### config.mk
export PLATFORM = sky130hd
export DESIGN_NAME = usu_unit
export DESIGN_NICKNAME = d
export VERILOG_FILES = /design/src/verilog/usu_pkg.sv /design/src/verilog/usu_unit.sv
export SDC_FILE = /design/constraint.sdc
export NUM_CORES = 1
export LEC_CHECK = 0
export ABC_CLOCK_PERIOD_IN_PS = 3390
export BUFFER_PORTS_ARGS = -buffer_cell sky130_fd_sc_hd__clkbuf_2
export CAP_MARGIN = 0
export CORE_UTILIZATION = 40
export CTS_CLUSTER_SIZE = 16
export DETAILED_ROUTE_END_ITERATION = 7
export PLACE_DENSITY_LB_ADDON = 0.05
export SLEW_MARGIN = 20
export SYNTH_ARGS = -nofsm -noshare
export SYNTH_HDL_FRONTEND = slang
export SYNTH_SLANG_ARGS = --single-unit
### constraint.sdc
create_clock -name sys_clk_i -period 3.39 [get_ports sys_clk_i]
set_input_delay 0.1695 -clock sys_clk_i [delete_from_list [all_inputs] [get_ports sys_clk_i]]
set_output_delay 0.1695 -clock sys_clk_i [all_outputs]
set_load 0.05 [all_outputs]
### src/verilog/usu_pkg.sv
package usu_pkg;

  // Widths of the shift register and the transfer counter.
  localparam int DATA_W = 8;
  localparam int CNT_W = 4;
  localparam logic [CNT_W-1:0] CNT_MAX = 4'hF;
  localparam logic [CNT_W-1:0] CNT_ONE = 4'h1;
  localparam logic [CNT_W-1:0] CNT_RST = 4'h0;
  localparam logic [DATA_W-1:0] SHIFT_RST = 8'h00;
  localparam int MSB = DATA_W - 1;

  // Wire mode field encodings.
  localparam logic [1:0] WM_NONE = 2'h0;
  localparam logic [1:0] WM_THREE = 2'h1;
  localparam logic [1:0] WM_TWO = 2'h2;
  localparam logic [1:0] WM_TWO_HOLD = 2'h3;

  // Receive FIFO shape.
  localparam int FIFO_DEPTH = 16;
  localparam int FIFO_AW = 4;

  // Reset levels of the pin drivers: released, with the pin levels low.
  localparam logic PIN_IDLE = 1'h1;
  localparam logic OE_N_OFF = 1'h1;
  localparam logic LOW = 1'h0;

  // System clock period, for reference by timing figures.
  localparam int SYS_CLK_PERIOD_NS = 25;

endpackage : usu_pkg

### src/verilog/usu_unit.sv
module usu_fifo #(
  parameter int WIDTH = 8,
  parameter int DEPTH = 16,
  parameter int AW = 4
) (
  input wire logic sys_clk_i,
  input wire logic rst_i,
  input wire logic s_valid_i,
  output logic s_ready_o,
  input wire logic [WIDTH-1:0] s_data_i,
  output logic m_valid_o,
  input wire logic m_ready_i,
  output logic [WIDTH-1:0] m_data_o
);
  localparam logic [AW:0] FULL_COUNT = AW'(DEPTH) == '0 ? (AW+1)'(DEPTH) :
    (AW+1)'(DEPTH);
  localparam logic [AW:0] ZERO_COUNT = '0;
  localparam logic [AW-1:0] PTR_ONE = AW'(1);

  logic [WIDTH-1:0] mem [DEPTH];
  logic [AW-1:0] wr_ptr_reg;
  logic [AW-1:0] rd_ptr_reg;
  logic [AW:0] count_reg;
  logic [AW:0] count_next;
  logic [WIDTH-1:0] dout_reg;
  logic dvalid_reg;
  logic push;
  logic take;

  // The output stage is a register, so the data seen downstream is a flop.
  assign s_ready_o = count_reg != FULL_COUNT;
  assign push = s_valid_i && s_ready_o;
  assign take = (count_reg != ZERO_COUNT) && (!dvalid_reg || m_ready_i);
  assign m_valid_o = dvalid_reg;
  assign m_data_o = dout_reg;

  always_comb begin
    count_next = count_reg;
    if (push && !take) begin
      count_next = count_reg + (AW+1)'(1);
    end else if (take && !push) begin
      count_next = count_reg - (AW+1)'(1);
    end
  end

  always_ff @(posedge sys_clk_i) begin
    if (push) begin
      mem[wr_ptr_reg] <= s_data_i;
    end
  end

  always_ff @(posedge sys_clk_i or posedge rst_i) begin
    if (rst_i) begin
      wr_ptr_reg <= '0;
      rd_ptr_reg <= '0;
      count_reg <= '0;
    end else begin
      if (push) begin
        wr_ptr_reg <= wr_ptr_reg + PTR_ONE;
      end
      if (take) begin
        rd_ptr_reg <= rd_ptr_reg + PTR_ONE;
      end
      count_reg <= count_next;
    end
  end

  always_ff @(posedge sys_clk_i or posedge rst_i) begin
    if (rst_i) begin
      dvalid_reg <= 1'b0;
      dout_reg <= '0;
    end else if (take) begin
      dvalid_reg <= 1'b1;
      dout_reg <= mem[rd_ptr_reg];
    end else if (m_ready_i) begin
      dvalid_reg <= 1'b0;
    end
  end
endmodule : usu_fifo

// Overview of operation
// - Unbuffered 8-bit shift register, directly accessed
// - MSB drives data-out or two-wire data pin
// - Output latch moves output to opposite edge
// - Serial input always from data-input pin
// - Read/write 4-bit counter with overflow flag
// - Shift register and counter share clock
// - External clock: counter counts both edges, or toggle writes with strobe bit set
// - Clock from pin, timer match, software
// - Two-wire start condition raises flag
// - Two-wire holds clock low for waits
// - SPI modes 0/1, no slave select
// - Eight clock periods exchange full bytes
// - Toggle bit write inverts clock pin
// - Polarity zero: sample rising, shift falling
// - Polarity one: sample falling, shift rising
// - Load data and clear counter before clocking
// - Sixteen edges overflow, flag transfer done
// - Overflow flag wakes processor from idle
// - Clearing overflow flag also clears counter
// - Strobe bit shifts and counts per write with internal clock, polarity zero
// - Latch open first half, always internal
// - Data write beats simultaneous shift
// - No wire mode still shifts from pins
module usu_unit (
  input wire logic sys_clk_i,
  input wire logic rst_i,
  input wire logic serial_clock_pin_i,
  input wire logic serial_input_pin_i,
  input wire logic timer_match_i,
  input wire logic [1:0] wire_mode_field_i,
  input wire logic external_clock_select_i,
  input wire logic clock_polarity_select_i,
  input wire logic ctrl_wr_i,
  input wire logic software_clock_strobe_bit_i,
  input wire logic clock_pin_toggle_bit_i,
  input wire logic data_wr_i,
  input wire logic [7:0] data_wdata_i,
  input wire logic cnt_wr_i,
  input wire logic [3:0] cnt_wdata_i,
  input wire logic ovf_clear_i,
  input wire logic start_clear_i,
  input wire logic data_dir_out_i,
  input wire logic clock_dir_out_i,
  input wire logic rx_ready_i,
  output logic [7:0] serial_shift_register_o,
  output logic [3:0] counter_o,
  output logic counter_overflow_flag_o,
  output logic start_flag_o,
  output logic data_out_pin_o,
  output logic data_out_oe_n_o,
  output logic two_wire_data_o,
  output logic two_wire_data_oe_n_o,
  output logic serial_clock_pin_o,
  output logic serial_clock_oe_n_o,
  output logic rx_valid_o,
  output logic [7:0] rx_data_o
);
  logic sck_meta_reg;
  logic sck_sync_reg;
  logic sck_prev_reg;
  logic di_meta_reg;
  logic di_sync_reg;
  logic di_prev_reg;
  logic [7:0] shift_reg;
  logic [7:0] shift_next;
  logic [3:0] count_reg;
  logic ovf_flag_reg;
  logic start_flag_reg;
  logic sample_bit_reg;
  logic latch_open_reg;
  logic out_bit_reg;
  logic sck_out_reg;
  logic push_pend_reg;
  logic [7:0] pend_data_reg;
  logic do_reg;
  logic do_oe_n_reg;
  logic sda_oe_n_reg;
  logic sck_pin_reg;
  logic sck_oe_n_reg;
  logic sck_rise;
  logic sck_fall;
  logic sample_edge;
  logic shift_edge;
  logic int_shift;
  logic shift_ev;
  logic cnt_ev;
  logic wrap;
  logic two_wire;
  logic hold_low;
  logic fifo_ready;

  function automatic logic usu_pick(input logic pol, input logic rise,
                                    input logic fall);
    usu_pick = pol ? fall : rise;
  endfunction : usu_pick

  // Both pins come from another domain; only the second and third stages are used.
  always_ff @(posedge sys_clk_i or posedge rst_i) begin
    if (rst_i) begin
      sck_meta_reg <= usu_pkg::LOW;
      sck_sync_reg <= usu_pkg::LOW;
      sck_prev_reg <= usu_pkg::LOW;
      di_meta_reg <= usu_pkg::LOW;
      di_sync_reg <= usu_pkg::LOW;
      di_prev_reg <= usu_pkg::LOW;
    end else begin
      sck_meta_reg <= serial_clock_pin_i;
      sck_sync_reg <= sck_meta_reg;
      sck_prev_reg <= sck_sync_reg;
      di_meta_reg <= serial_input_pin_i;
      di_sync_reg <= di_meta_reg;
      di_prev_reg <= di_sync_reg;
    end
  end

  assign sck_rise = sck_sync_reg && !sck_prev_reg;
  assign sck_fall = !sck_sync_reg && sck_prev_reg;
  // Pin edges are used in every wire mode, including none.
  assign sample_edge = external_clock_select_i &&
    usu_pick(clock_polarity_select_i, sck_rise, sck_fall);
  assign shift_edge = external_clock_select_i &&
    usu_pick(clock_polarity_select_i, sck_fall, sck_rise);
  // Internal sources: polarity bit picks timer match or software strobe.
  assign int_shift = !external_clock_select_i &&
    (clock_polarity_select_i ? timer_match_i
     : (ctrl_wr_i && software_clock_strobe_bit_i));
  // A byte waiting for FIFO space freezes the engine rather than losing it.
  assign shift_ev = (shift_edge || int_shift) && !push_pend_reg;
  always_comb begin
    if (!external_clock_select_i) begin
      cnt_ev = int_shift;
    end else if (software_clock_strobe_bit_i) begin
      cnt_ev = ctrl_wr_i && clock_pin_toggle_bit_i;
    end else begin
      cnt_ev = sck_rise || sck_fall;
    end
    cnt_ev = cnt_ev && !push_pend_reg;
  end
  assign wrap = cnt_ev && (count_reg == usu_pkg::CNT_MAX) && !cnt_wr_i;

  // External mode shifts in the bit caught at the earlier sampling edge.
  always_comb begin
    shift_next = shift_reg;
    if (data_wr_i) begin
      shift_next = data_wdata_i;
    end else if (shift_ev) begin
      shift_next = {shift_reg[usu_pkg::MSB-1:0],
        external_clock_select_i ? sample_bit_reg : di_sync_reg};
    end
  end

  always_ff @(posedge sys_clk_i or posedge rst_i) begin
    if (rst_i) begin
      shift_reg <= usu_pkg::SHIFT_RST;
    end else begin
      shift_reg <= shift_next;
    end
  end

  always_ff @(posedge sys_clk_i or posedge rst_i) begin
    if (rst_i) begin
      sample_bit_reg <= usu_pkg::LOW;
    end else if (sample_edge) begin
      sample_bit_reg <= di_sync_reg;
    end
  end

  always_ff @(posedge sys_clk_i or posedge rst_i) begin
    if (rst_i) begin
      count_reg <= usu_pkg::CNT_RST;
    end else if (cnt_wr_i) begin
      count_reg <= cnt_wdata_i;
    end else if (ovf_clear_i && !cnt_ev) begin
      count_reg <= usu_pkg::CNT_RST;
    end else if (cnt_ev) begin
      count_reg <= count_reg + usu_pkg::CNT_ONE;
    end
  end

  // Set wins over a clear arriving in the same cycle.
  always_ff @(posedge sys_clk_i or posedge rst_i) begin
    if (rst_i) begin
      ovf_flag_reg <= usu_pkg::LOW;
    end else if (wrap) begin
      ovf_flag_reg <= 1'b1;
    end else if (ovf_clear_i) begin
      ovf_flag_reg <= usu_pkg::LOW;
    end
  end

  assign two_wire = wire_mode_field_i[1];

  always_ff @(posedge sys_clk_i or posedge rst_i) begin
    if (rst_i) begin
      start_flag_reg <= usu_pkg::LOW;
    end else if (two_wire && sck_sync_reg && !di_sync_reg && di_prev_reg) begin
      start_flag_reg <= 1'b1;
    end else if (start_clear_i) begin
      start_flag_reg <= usu_pkg::LOW;
    end
  end

  // Latch opens at the output-change edge and closes at the sample edge.
  always_ff @(posedge sys_clk_i or posedge rst_i) begin
    if (rst_i) begin
      latch_open_reg <= 1'b1;
    end else if (!external_clock_select_i || shift_edge) begin
      latch_open_reg <= 1'b1;
    end else if (sample_edge) begin
      latch_open_reg <= usu_pkg::LOW;
    end
  end

  always_ff @(posedge sys_clk_i or posedge rst_i) begin
    if (rst_i) begin
      out_bit_reg <= usu_pkg::LOW;
    end else if (latch_open_reg || shift_edge || !external_clock_select_i)
    begin
      out_bit_reg <= shift_next[usu_pkg::MSB];
    end
  end

  always_ff @(posedge sys_clk_i or posedge rst_i) begin
    if (rst_i) begin
      sck_out_reg <= usu_pkg::LOW;
    end else if (ctrl_wr_i && clock_pin_toggle_bit_i) begin
      sck_out_reg <= !sck_out_reg;
    end
  end

  // Wait states: hold the clock low while a start is pending, or in WM_TWO_HOLD while an overflow is pending.
  assign hold_low = two_wire && (start_flag_reg ||
    (wire_mode_field_i == usu_pkg::WM_TWO_HOLD && ovf_flag_reg));

  // No slave select exists; the data-out driver is enabled by three-wire mode and its direction bit.
  always_ff @(posedge sys_clk_i or posedge rst_i) begin
    if (rst_i) begin
      do_reg <= usu_pkg::LOW;
      do_oe_n_reg <= usu_pkg::OE_N_OFF;
      sda_oe_n_reg <= usu_pkg::OE_N_OFF;
      sck_pin_reg <= usu_pkg::LOW;
      sck_oe_n_reg <= usu_pkg::OE_N_OFF;
    end else begin
      do_reg <= out_bit_reg;
      do_oe_n_reg <= !(wire_mode_field_i == usu_pkg::WM_THREE &&
        data_dir_out_i);
      sda_oe_n_reg <= !(two_wire && data_dir_out_i && !out_bit_reg);
      sck_pin_reg <= hold_low ? usu_pkg::LOW : sck_out_reg;
      sck_oe_n_reg <= !(hold_low || clock_dir_out_i);
    end
  end

  // The finished byte is kept aside until the FIFO accepts it.
  always_ff @(posedge sys_clk_i or posedge rst_i) begin
    if (rst_i) begin
      push_pend_reg <= usu_pkg::LOW;
      pend_data_reg <= usu_pkg::SHIFT_RST;
    end else if (wrap) begin
      push_pend_reg <= 1'b1;
      pend_data_reg <= shift_next;
    end else if (fifo_ready) begin
      push_pend_reg <= usu_pkg::LOW;
    end
  end

  usu_fifo #(
    .WIDTH(usu_pkg::DATA_W),
    .DEPTH(usu_pkg::FIFO_DEPTH),
    .AW(usu_pkg::FIFO_AW)
  ) u_fifo (
    .sys_clk_i(sys_clk_i),
    .rst_i(rst_i),
    .s_valid_i(push_pend_reg),
    .s_ready_o(fifo_ready),
    .s_data_i(pend_data_reg),
    .m_valid_o(rx_valid_o),
    .m_ready_i(rx_ready_i),
    .m_data_o(rx_data_o)
  );

  assign serial_shift_register_o = shift_reg;
  assign counter_o = count_reg;
  assign counter_overflow_flag_o = ovf_flag_reg;
  assign start_flag_o = start_flag_reg;
  assign data_out_pin_o = do_reg;
  assign data_out_oe_n_o = do_oe_n_reg;
  assign two_wire_data_o = usu_pkg::LOW;
  assign two_wire_data_oe_n_o = sda_oe_n_reg;
  assign serial_clock_pin_o = sck_pin_reg;
  assign serial_clock_oe_n_o = sck_oe_n_reg;

  data_write_wins_a: assert property (
    @(posedge sys_clk_i) disable iff (rst_i)
    data_wr_i |=> shift_reg == $past(data_wdata_i))
    else $error("data write did not win over shift");

  wrap_sets_flag_a: assert property (
    @(posedge sys_clk_i) disable iff (rst_i)
    (cnt_ev && count_reg == 4'hF && !cnt_wr_i)
    |=> ovf_flag_reg && count_reg == 4'h0)
    else $error("counter wrap did not set flag");

  clear_counter_a: assert property (
    @(posedge sys_clk_i) disable iff (rst_i)
    (ovf_clear_i && !cnt_ev && !cnt_wr_i)
    |=> !ovf_flag_reg && count_reg == 4'h0)
    else $error("flag clear did not clear counter");

  both_edges_a: assert property (
    @(posedge sys_clk_i) disable iff (rst_i)
    (external_clock_select_i && !software_clock_strobe_bit_i &&
     (sck_rise || sck_fall) && !push_pend_reg && !cnt_wr_i && !ovf_clear_i)
    |=> count_reg == 4'($past(count_reg) + 4'h1))
    else $error("external edge not counted");

  shift_fall_a: assert property (
    @(posedge sys_clk_i) disable iff (rst_i)
    (external_clock_select_i && !clock_polarity_select_i && sck_fall &&
     !push_pend_reg && !data_wr_i)
    |=> shift_reg == {$past(shift_reg[6:0]), $past(sample_bit_reg)})
    else $error("falling edge did not shift");

  sample_fall_a: assert property (
    @(posedge sys_clk_i) disable iff (rst_i)
    (external_clock_select_i && clock_polarity_select_i && sck_fall)
    |=> sample_bit_reg == $past(di_sync_reg))
    else $error("falling edge did not sample");

  toggle_pin_a: assert property (
    @(posedge sys_clk_i) disable iff (rst_i)
    (ctrl_wr_i && clock_pin_toggle_bit_i) |=> sck_out_reg != $past(sck_out_reg))
    else $error("toggle bit did not invert clock");

  latch_hold_a: assert property (
    @(posedge sys_clk_i) disable iff (rst_i)
    (external_clock_select_i && !latch_open_reg && !shift_edge)
    |=> out_bit_reg == $past(out_bit_reg))
    else $error("closed latch changed output");

  strobe_input_a: assert property (
    @(posedge sys_clk_i) disable iff (rst_i)
    (int_shift && !push_pend_reg && !data_wr_i)
    |=> shift_reg[0] == $past(di_sync_reg))
    else $error("shift did not take data input pin");

  wait_state_a: assert property (
    @(posedge sys_clk_i) disable iff (rst_i)
    (two_wire && start_flag_reg) |=> !sck_oe_n_reg && !sck_pin_reg)
    else $error("start did not hold clock low");

  ovf_seen_c: cover property (@(posedge sys_clk_i) disable iff (rst_i) wrap);
  start_seen_c: cover property (
    @(posedge sys_clk_i) disable iff (rst_i) start_flag_reg);
  stall_seen_c: cover property (
    @(posedge sys_clk_i) disable iff (rst_i) push_pend_reg && !fifo_ready);
  collide_c: cover property (
    @(posedge sys_clk_i) disable iff (rst_i) data_wr_i && shift_ev);
endmodule : usu_unit
Yosys cells after proc, flatten, opt, wreduce, memory -nomap -nowiden
Memories as Yosys holds them, arrays and structs flattened. A register that Yosys moved wholly into a read port is not among the register bits.
Index checks and enable logic that the tools add are counted.
{ "op_classes": {"n_addsub": 5, "n_eq_ne": 4, "muxes": 26, "reduce_logical": 55} }
{ "ops": {"columns": ["op", "count"], "rows": [
  ["$logic_and 1x1->1", 24],
  ["$mux 1", 19],
  ["$mux 8", 2],
  ["$logic_not 1->1", 15],
  ["$add 4x1->4 const B", 3],
  ["$mux 4", 3],
  ["$reduce_bool 2->1", 6],
  ["$mux 5", 2],
  ["$logic_or 1x1->1", 8],
  ["$add 5x1->5 const B", 1],
  ["$ne 5x5->1 const B", 1],
  ["$reduce_bool 5->1", 1],
  ["$sub 5x1->5 const B", 1],
  ["$eq 4x4->1 const B", 1],
  ["$reduce_bool 3->1", 1],
  ["$eq 2x1->1 const B", 1],
  ["$eq 2x2->1 const B", 1]
]} }
{ "totals": {"reg_bits": 52, "ramBits": 128, "output_inout_bits": 29, "memories": 1} }
{ "memory_table": {"columns": ["memory", "words", "width", "read_ports", "rd_clocked_by_memory_dff", "wr", "line_no", "source"], "rows": [
  ["u_fifo.mem", 16, 8, 1, 1, 1, "usu_unit.sv:20", "logic [WIDTH-1:0] mem [DEPTH];"]
]} }

Longest topological paths before layout
{ "logic_depth": {"depth_word": 10, "depth_mapped": 11} }

Cells and area by module
From an unflattened synthesis, not the netlist that was laid out.
{ "hier_totals": {"cells_unflattened": 473, "hier_area_um2": 7780.0} }
{ "by_module_without_submodules": {"columns": ["module", "instances", "cells_each", "area_per_inst_um2", "seq_area_each_um2"], "rows": [
  ["usu_fifo", 1, 315, 6070.8, 4394.2],
  ["usu_unit", 1, 158, 1709.1, 955.9]
]} }

Worst setup path after synthesis
OpenSTA, ideal clock, no wires.
{ "synth_timing": {"path_type": "flip-flop to flip-flop", "from": "reg u_fifo.count_reg[0]", "to": "reg u_fifo.count_reg[4]", "setup_ns": 0.080, "t_arrival_ns": 2.651, "required_time_ns": 3.310, "path_slack_ns": 0.659, "stages_incl_launch_ff": 12, "path_cell_list": "dfrtp_1 -> or4_1 -> o21a_1 -> clkbuf_1 -> inv_1 -> ha_1 -> inv_1 -> ha_1 -> a21o_1 -> a21oi_1 -> mux2i_1 -> xnor2_1"} }
{ "synth_via": {"elab_chain_len": 5, "word_cells_on_any_way": 13, "cone_classes": "add/sub: 2; eq/ne: 1; mux: 2; reduce/logical: 8"} }
{ "synth_rtl": {"columns": ["element", "line_no", "source"], "rows": [
  ["from (decl)", "usu_unit.sv:23", "logic [AW:0] count_reg;"],
  ["from (signal assigned)", "usu_unit.sv:64", "count_reg <= count_next;"],
  ["branches (longest 5 deep; another with $sub 5x1->5)", null, null]
]} }
Several ways; the timed one is not identified. The select of a mux whose other input is x is not followed.
A chain may end at the register's enable or synchronous reset.

Worst setup path in the final report
{ "layout_timing": {"from": "reg u_fifo.count_reg[0]", "to": "reg u_fifo.count_reg[4]"} }
{ "layout_via": {"elab_chain_len": 5, "word_cells_on_any_way": 13, "cone_classes": "add/sub: 2; eq/ne: 1; mux: 2; reduce/logical: 8"} }
{ "layout_rtl": {"columns": ["element", "line_no", "source"], "rows": [
  ["$ne 5x5->1 *", "usu_unit.sv:31", "assign s_ready_o = count_reg != FULL_COUNT;"],
  ["$logic_and 1x1->1 *", "usu_unit.sv:32", "assign push = s_valid_i && s_ready_o;"],
  ["named net u_fifo.push", "usu_unit.sv:27", "logic push;"],
  ["$logic_not 1->1", "usu_unit.sv:41", "end else if (take && !push) begin"],
  ["$logic_and 1x1->1", "usu_unit.sv:41", null],
  ["$reduce_bool 2->1 (no line)", null, null]
]} }
The timed path passes the listed nets; every way through them passes the cells marked *. The select of a mux whose other input is x is not followed.

==> flow_metrics.tcl <==
set metrics [dict create \
    peakVddDrop_v 0.000364 \
    initial_utilization_pct 41.0 \
    hold_viol 0 \
    grt.overflow.total 0 \
    io_buffers 58 \
    grt_pass1_wl_mm 24.6 \
    worstHoldPathType "in2reg" \
    area.growth.synth_to_final_pct 19.2 \
    critPathLaunchType "register" \
    synth_top_area_cell "edfxtp_1" \
    min_period_ns 2.67 \
    synth.area.top_cells "edfxtp_1 (50%), dfrtp_1 (18%), mux4_2 (9.3%), mux2_4 (2.5%), ha_1 (2.1%)" \
    maxSlewViolCount 0 \
    ios 60 \
    power.density_nw_per_um2 738 \
    cp_max_fo 9 \
    dp.cells 757 \
    core_um2 18800 \
    worst_pin_slew_ns 0.876 \
    nNetsFinal 585 \
    switching_share_pct 31.7 \
    final-setup-viol-count 0 \
    largest-register "u_fifo.mem" \
    insertion_delay_ns 0.44 \
    netlist.area_leader.share_pct 49.8 \
    seq_area_frac_synth_pct 69.3 \
    drive_above_1_share_pct 31.8 \
    required_ns 3.75 \
    grt_pass1_vias 4407 \
    grt_setup_unrepaired "false" \
    routed_wl_mm 15.2 \
    critPathKind "reg2reg" \
    dieArea_um2 19900 \
    htree_levels 4 \
    relSlewSlack_pct 41.6 \
    cts_buffers 17 \
    worst_clock_skew_ns 0.0119 \
    hpwlAfterDp_mm 9.69 \
    vias 4048 \
    clkTransAtPathRegs_ns 0.07 \
    diodes 0 \
    die_width_um 141 \
    end_kind "register" \
    fin_setup_tns_ns 0 \
    max_cap_violations 0 \
    synth_area_um2 7720 \
    pwr-share-comb_pct 26.8 \
    ant_nets 0 \
    hold-worst-slack_ns 0.0174 \
    netlist_instances 443 \
    synth_nets 488 \
    clock-sinks 188 \
    remaining_drc_errors 0 \
    post-route-period-util_pct 78.9 \
    avgViaCountPerCell 4.98 \
    dieHeight_um 141 \
    p_seq_share_pct 43.9 \
    switching_power_uw 2150 \
    outcome "finished, final reports clean" \
    syn_avg_cell_area_um2 17.4 \
    synth_seq_cells 188 \
    cts.path.max_buffers 2 \
    grt_max_degree 49 \
    worst_ep_arrival_time_ns 3.04 \
    wl_per_cell_um 18.7 \
    antenna_found_initial 0 \
    power.internal_uw 4640 \
    nFillCells 1636 \
    drt_iter0_markers 186 \
    p_leak_uw 0.00345 \
    cts_root_buffer "clkbuf_16" \
    fin_util_pct 48.9 \
    core.rowCount 50 \
    stdcell_count 813 \
    max_clock_freq_mhz 374 \
    drt_first_pass_iters 5 \
    gp_congestion 0.709 \
    clockPowerShare_pct 29.4 \
    synth_cell_type_count 47 \
    cts_tree "built" \
    yosys_warnings 0 \
    grtUsageTotal_pct 17.1 \
    largest_reg_flops 128 \
]
## worst max-delay path, cell delays in order (launching register included)
cell and delay [ns]:
dfrtp_1 0.44, nor4_1 0.42, a21boi_1 0.30, ha_1 0.31, inv_1 0.16, ha_1 0.27, a21o_1 0.16, a21oi_1 0.18
mux2i_1 0.23, xnor2_1 0.13
## what timing repair did
| action | CTS | global route |
|---|---|---|
| hold endpoints to repair | 20 | 44 |
| gates resized for setup | 0 | 0 |
| setup buffers | 0 | 0 |
| hold buffers | 23 | 1 |
## cells in the mapped netlist (all sizes together)
master / instances
dfrtp: 56
a211oi: 8
fa: 1
a21boi: 2
nand3b: 3
nor3: 5
a221oi: 2
xnor2: 9
or4: 1
buf: 13
o32ai: 1
o22ai: 8
conb: 1
a31oi: 1
a21o: 3
edfxtp: 128
o21a: 2
dfstp: 4
nor4b: 1
nor3b: 1
nand3: 5
nor4: 1
mux2i: 6
mux2: 34
xor2: 2
ha: 13
inv: 13
clkbuf: 8
nor2: 17
mux4: 32
a21oi: 15
nor2b: 12
o21ai: 7
and4: 1
nand2b: 3
a31o: 1
nand2: 21
nand4: 2
## power by group through the flow
stage               Sequential (uW)  Combinational, uW  Clock (uW)
floorplan                      3180               1170           0
global placement               3020               1840           0
detailed placement             3030               1840           0
CTS                            2990               1860        2040
global route                   3020               1990        2130
finish                         2980               1820        2000
## area by class of cell
| type | count | area [um2] | area share [%] |
|---|---|---|---|
| well taps | 260 | 325 | 3.53 |
| clock buffers | 18 | 429 | 4.66 |
| clock inverters | 14 | 155 | 1.69 |
| multi-input cells | 221 | 2220 | 24.2 |
| flip-flops and latches | 188 | 5350 | 58.1 |
| repair buffers | 99 | 671 | 7.29 |
| inverters | 13 | 50.0 | 0.544 |
## metrics by stage
stage               cell area, um2  worst slack (ns)  power, uW
floorplan                     7720             0.659       4350
global placement              8380             0.768       4860
detailed placement            8380             0.727       4870
CTS                           9190             0.689       6890
global route                  9210             0.521       7140
finish                        9210             0.715       6790
## logic make-up after synthesis
| kind of cell | count (synthesis) | share of synthesized area (%) |
|---|---|---|
| adder cells (fa/ha/maj) | 14 | 2.37 |
| XOR/XNOR | 11 | 1.25 |
| multiplexers | 72 | 15.8 |
| flip-flops | 188 | 69.3 |
| other | 1 | 0.0486 |
| AND/OR/NAND/NOR | 73 | 4.83 |
| AO/OA/AOI/OAI | 50 | 4.57 |
| buffers and inverters | 34 | 1.88 |
## cell usage in the layout (no fill, tap or decap), types with 2 or more instances in the layout
cell	instances
dfstp_2	4
xor2_1	2
mux2_4	13
mux2_2	14
a21oi_1	14
mux2_1	7
mux2i_1	5
nand2b_1	3
inv_1	12
nand3_1	5
ha_1	13
clkinv_2	4
inv_6	6
o21ai_0	6
o22ai_1	8
dfrtp_1	56
o21a_1	2
dlygate4sd3_1	24
clkbuf_16	17
nor2_1	17
nand4_1	2
nand3b_1	2
xnor2_1	9
a21o_1	3
nand2_1	21
clkbuf_2	58
nor2b_1	12
buf_4	16
mux4_2	32
edfxtp_1	128
a221oi_4	2
a211oi_1	8
bufinv_16	2
nor3_1	5
## final timing paths
| check | from | to | slack, ns | cells past startpoint |
|---|---|---|---|---|
| hold reg to reg | di_meta_reg | di_sync_reg | 0.36 | 0 |
| setup / recovery | u_fifo.count_reg[0] | u_fifo.count_reg[4] | 0.72 | 9 |
| hold / removal | rx_ready_i | u_fifo.m_valid_o | 0.02 | 3 |
| setup reg to reg | u_fifo.count_reg[0] | u_fifo.count_reg[4] | 0.72 | 9 |
| max in group asynchronous | rst_i | latch_open_reg | 2.21 | 4 |
| min in group asynchronous | rst_i | counter_o[0] | 0.42 | 3 |
## routing by layer
metal | part of all wire (%) | routed length, um | track usage [%] | vias up
met5 | 0 | 0 | 0 | -
met4 | 0.96 | 146 | 5.49 | 0
met3 | 3.7 | 559 | 4.31 | 12
met2 | 49 | 7500 | 28.1 | 73
met1 | 46 | 7000 | 22.3 | 2071
li1 | - | - | - | 1892
No activity file was read; power rests on OpenSTA's default activity.
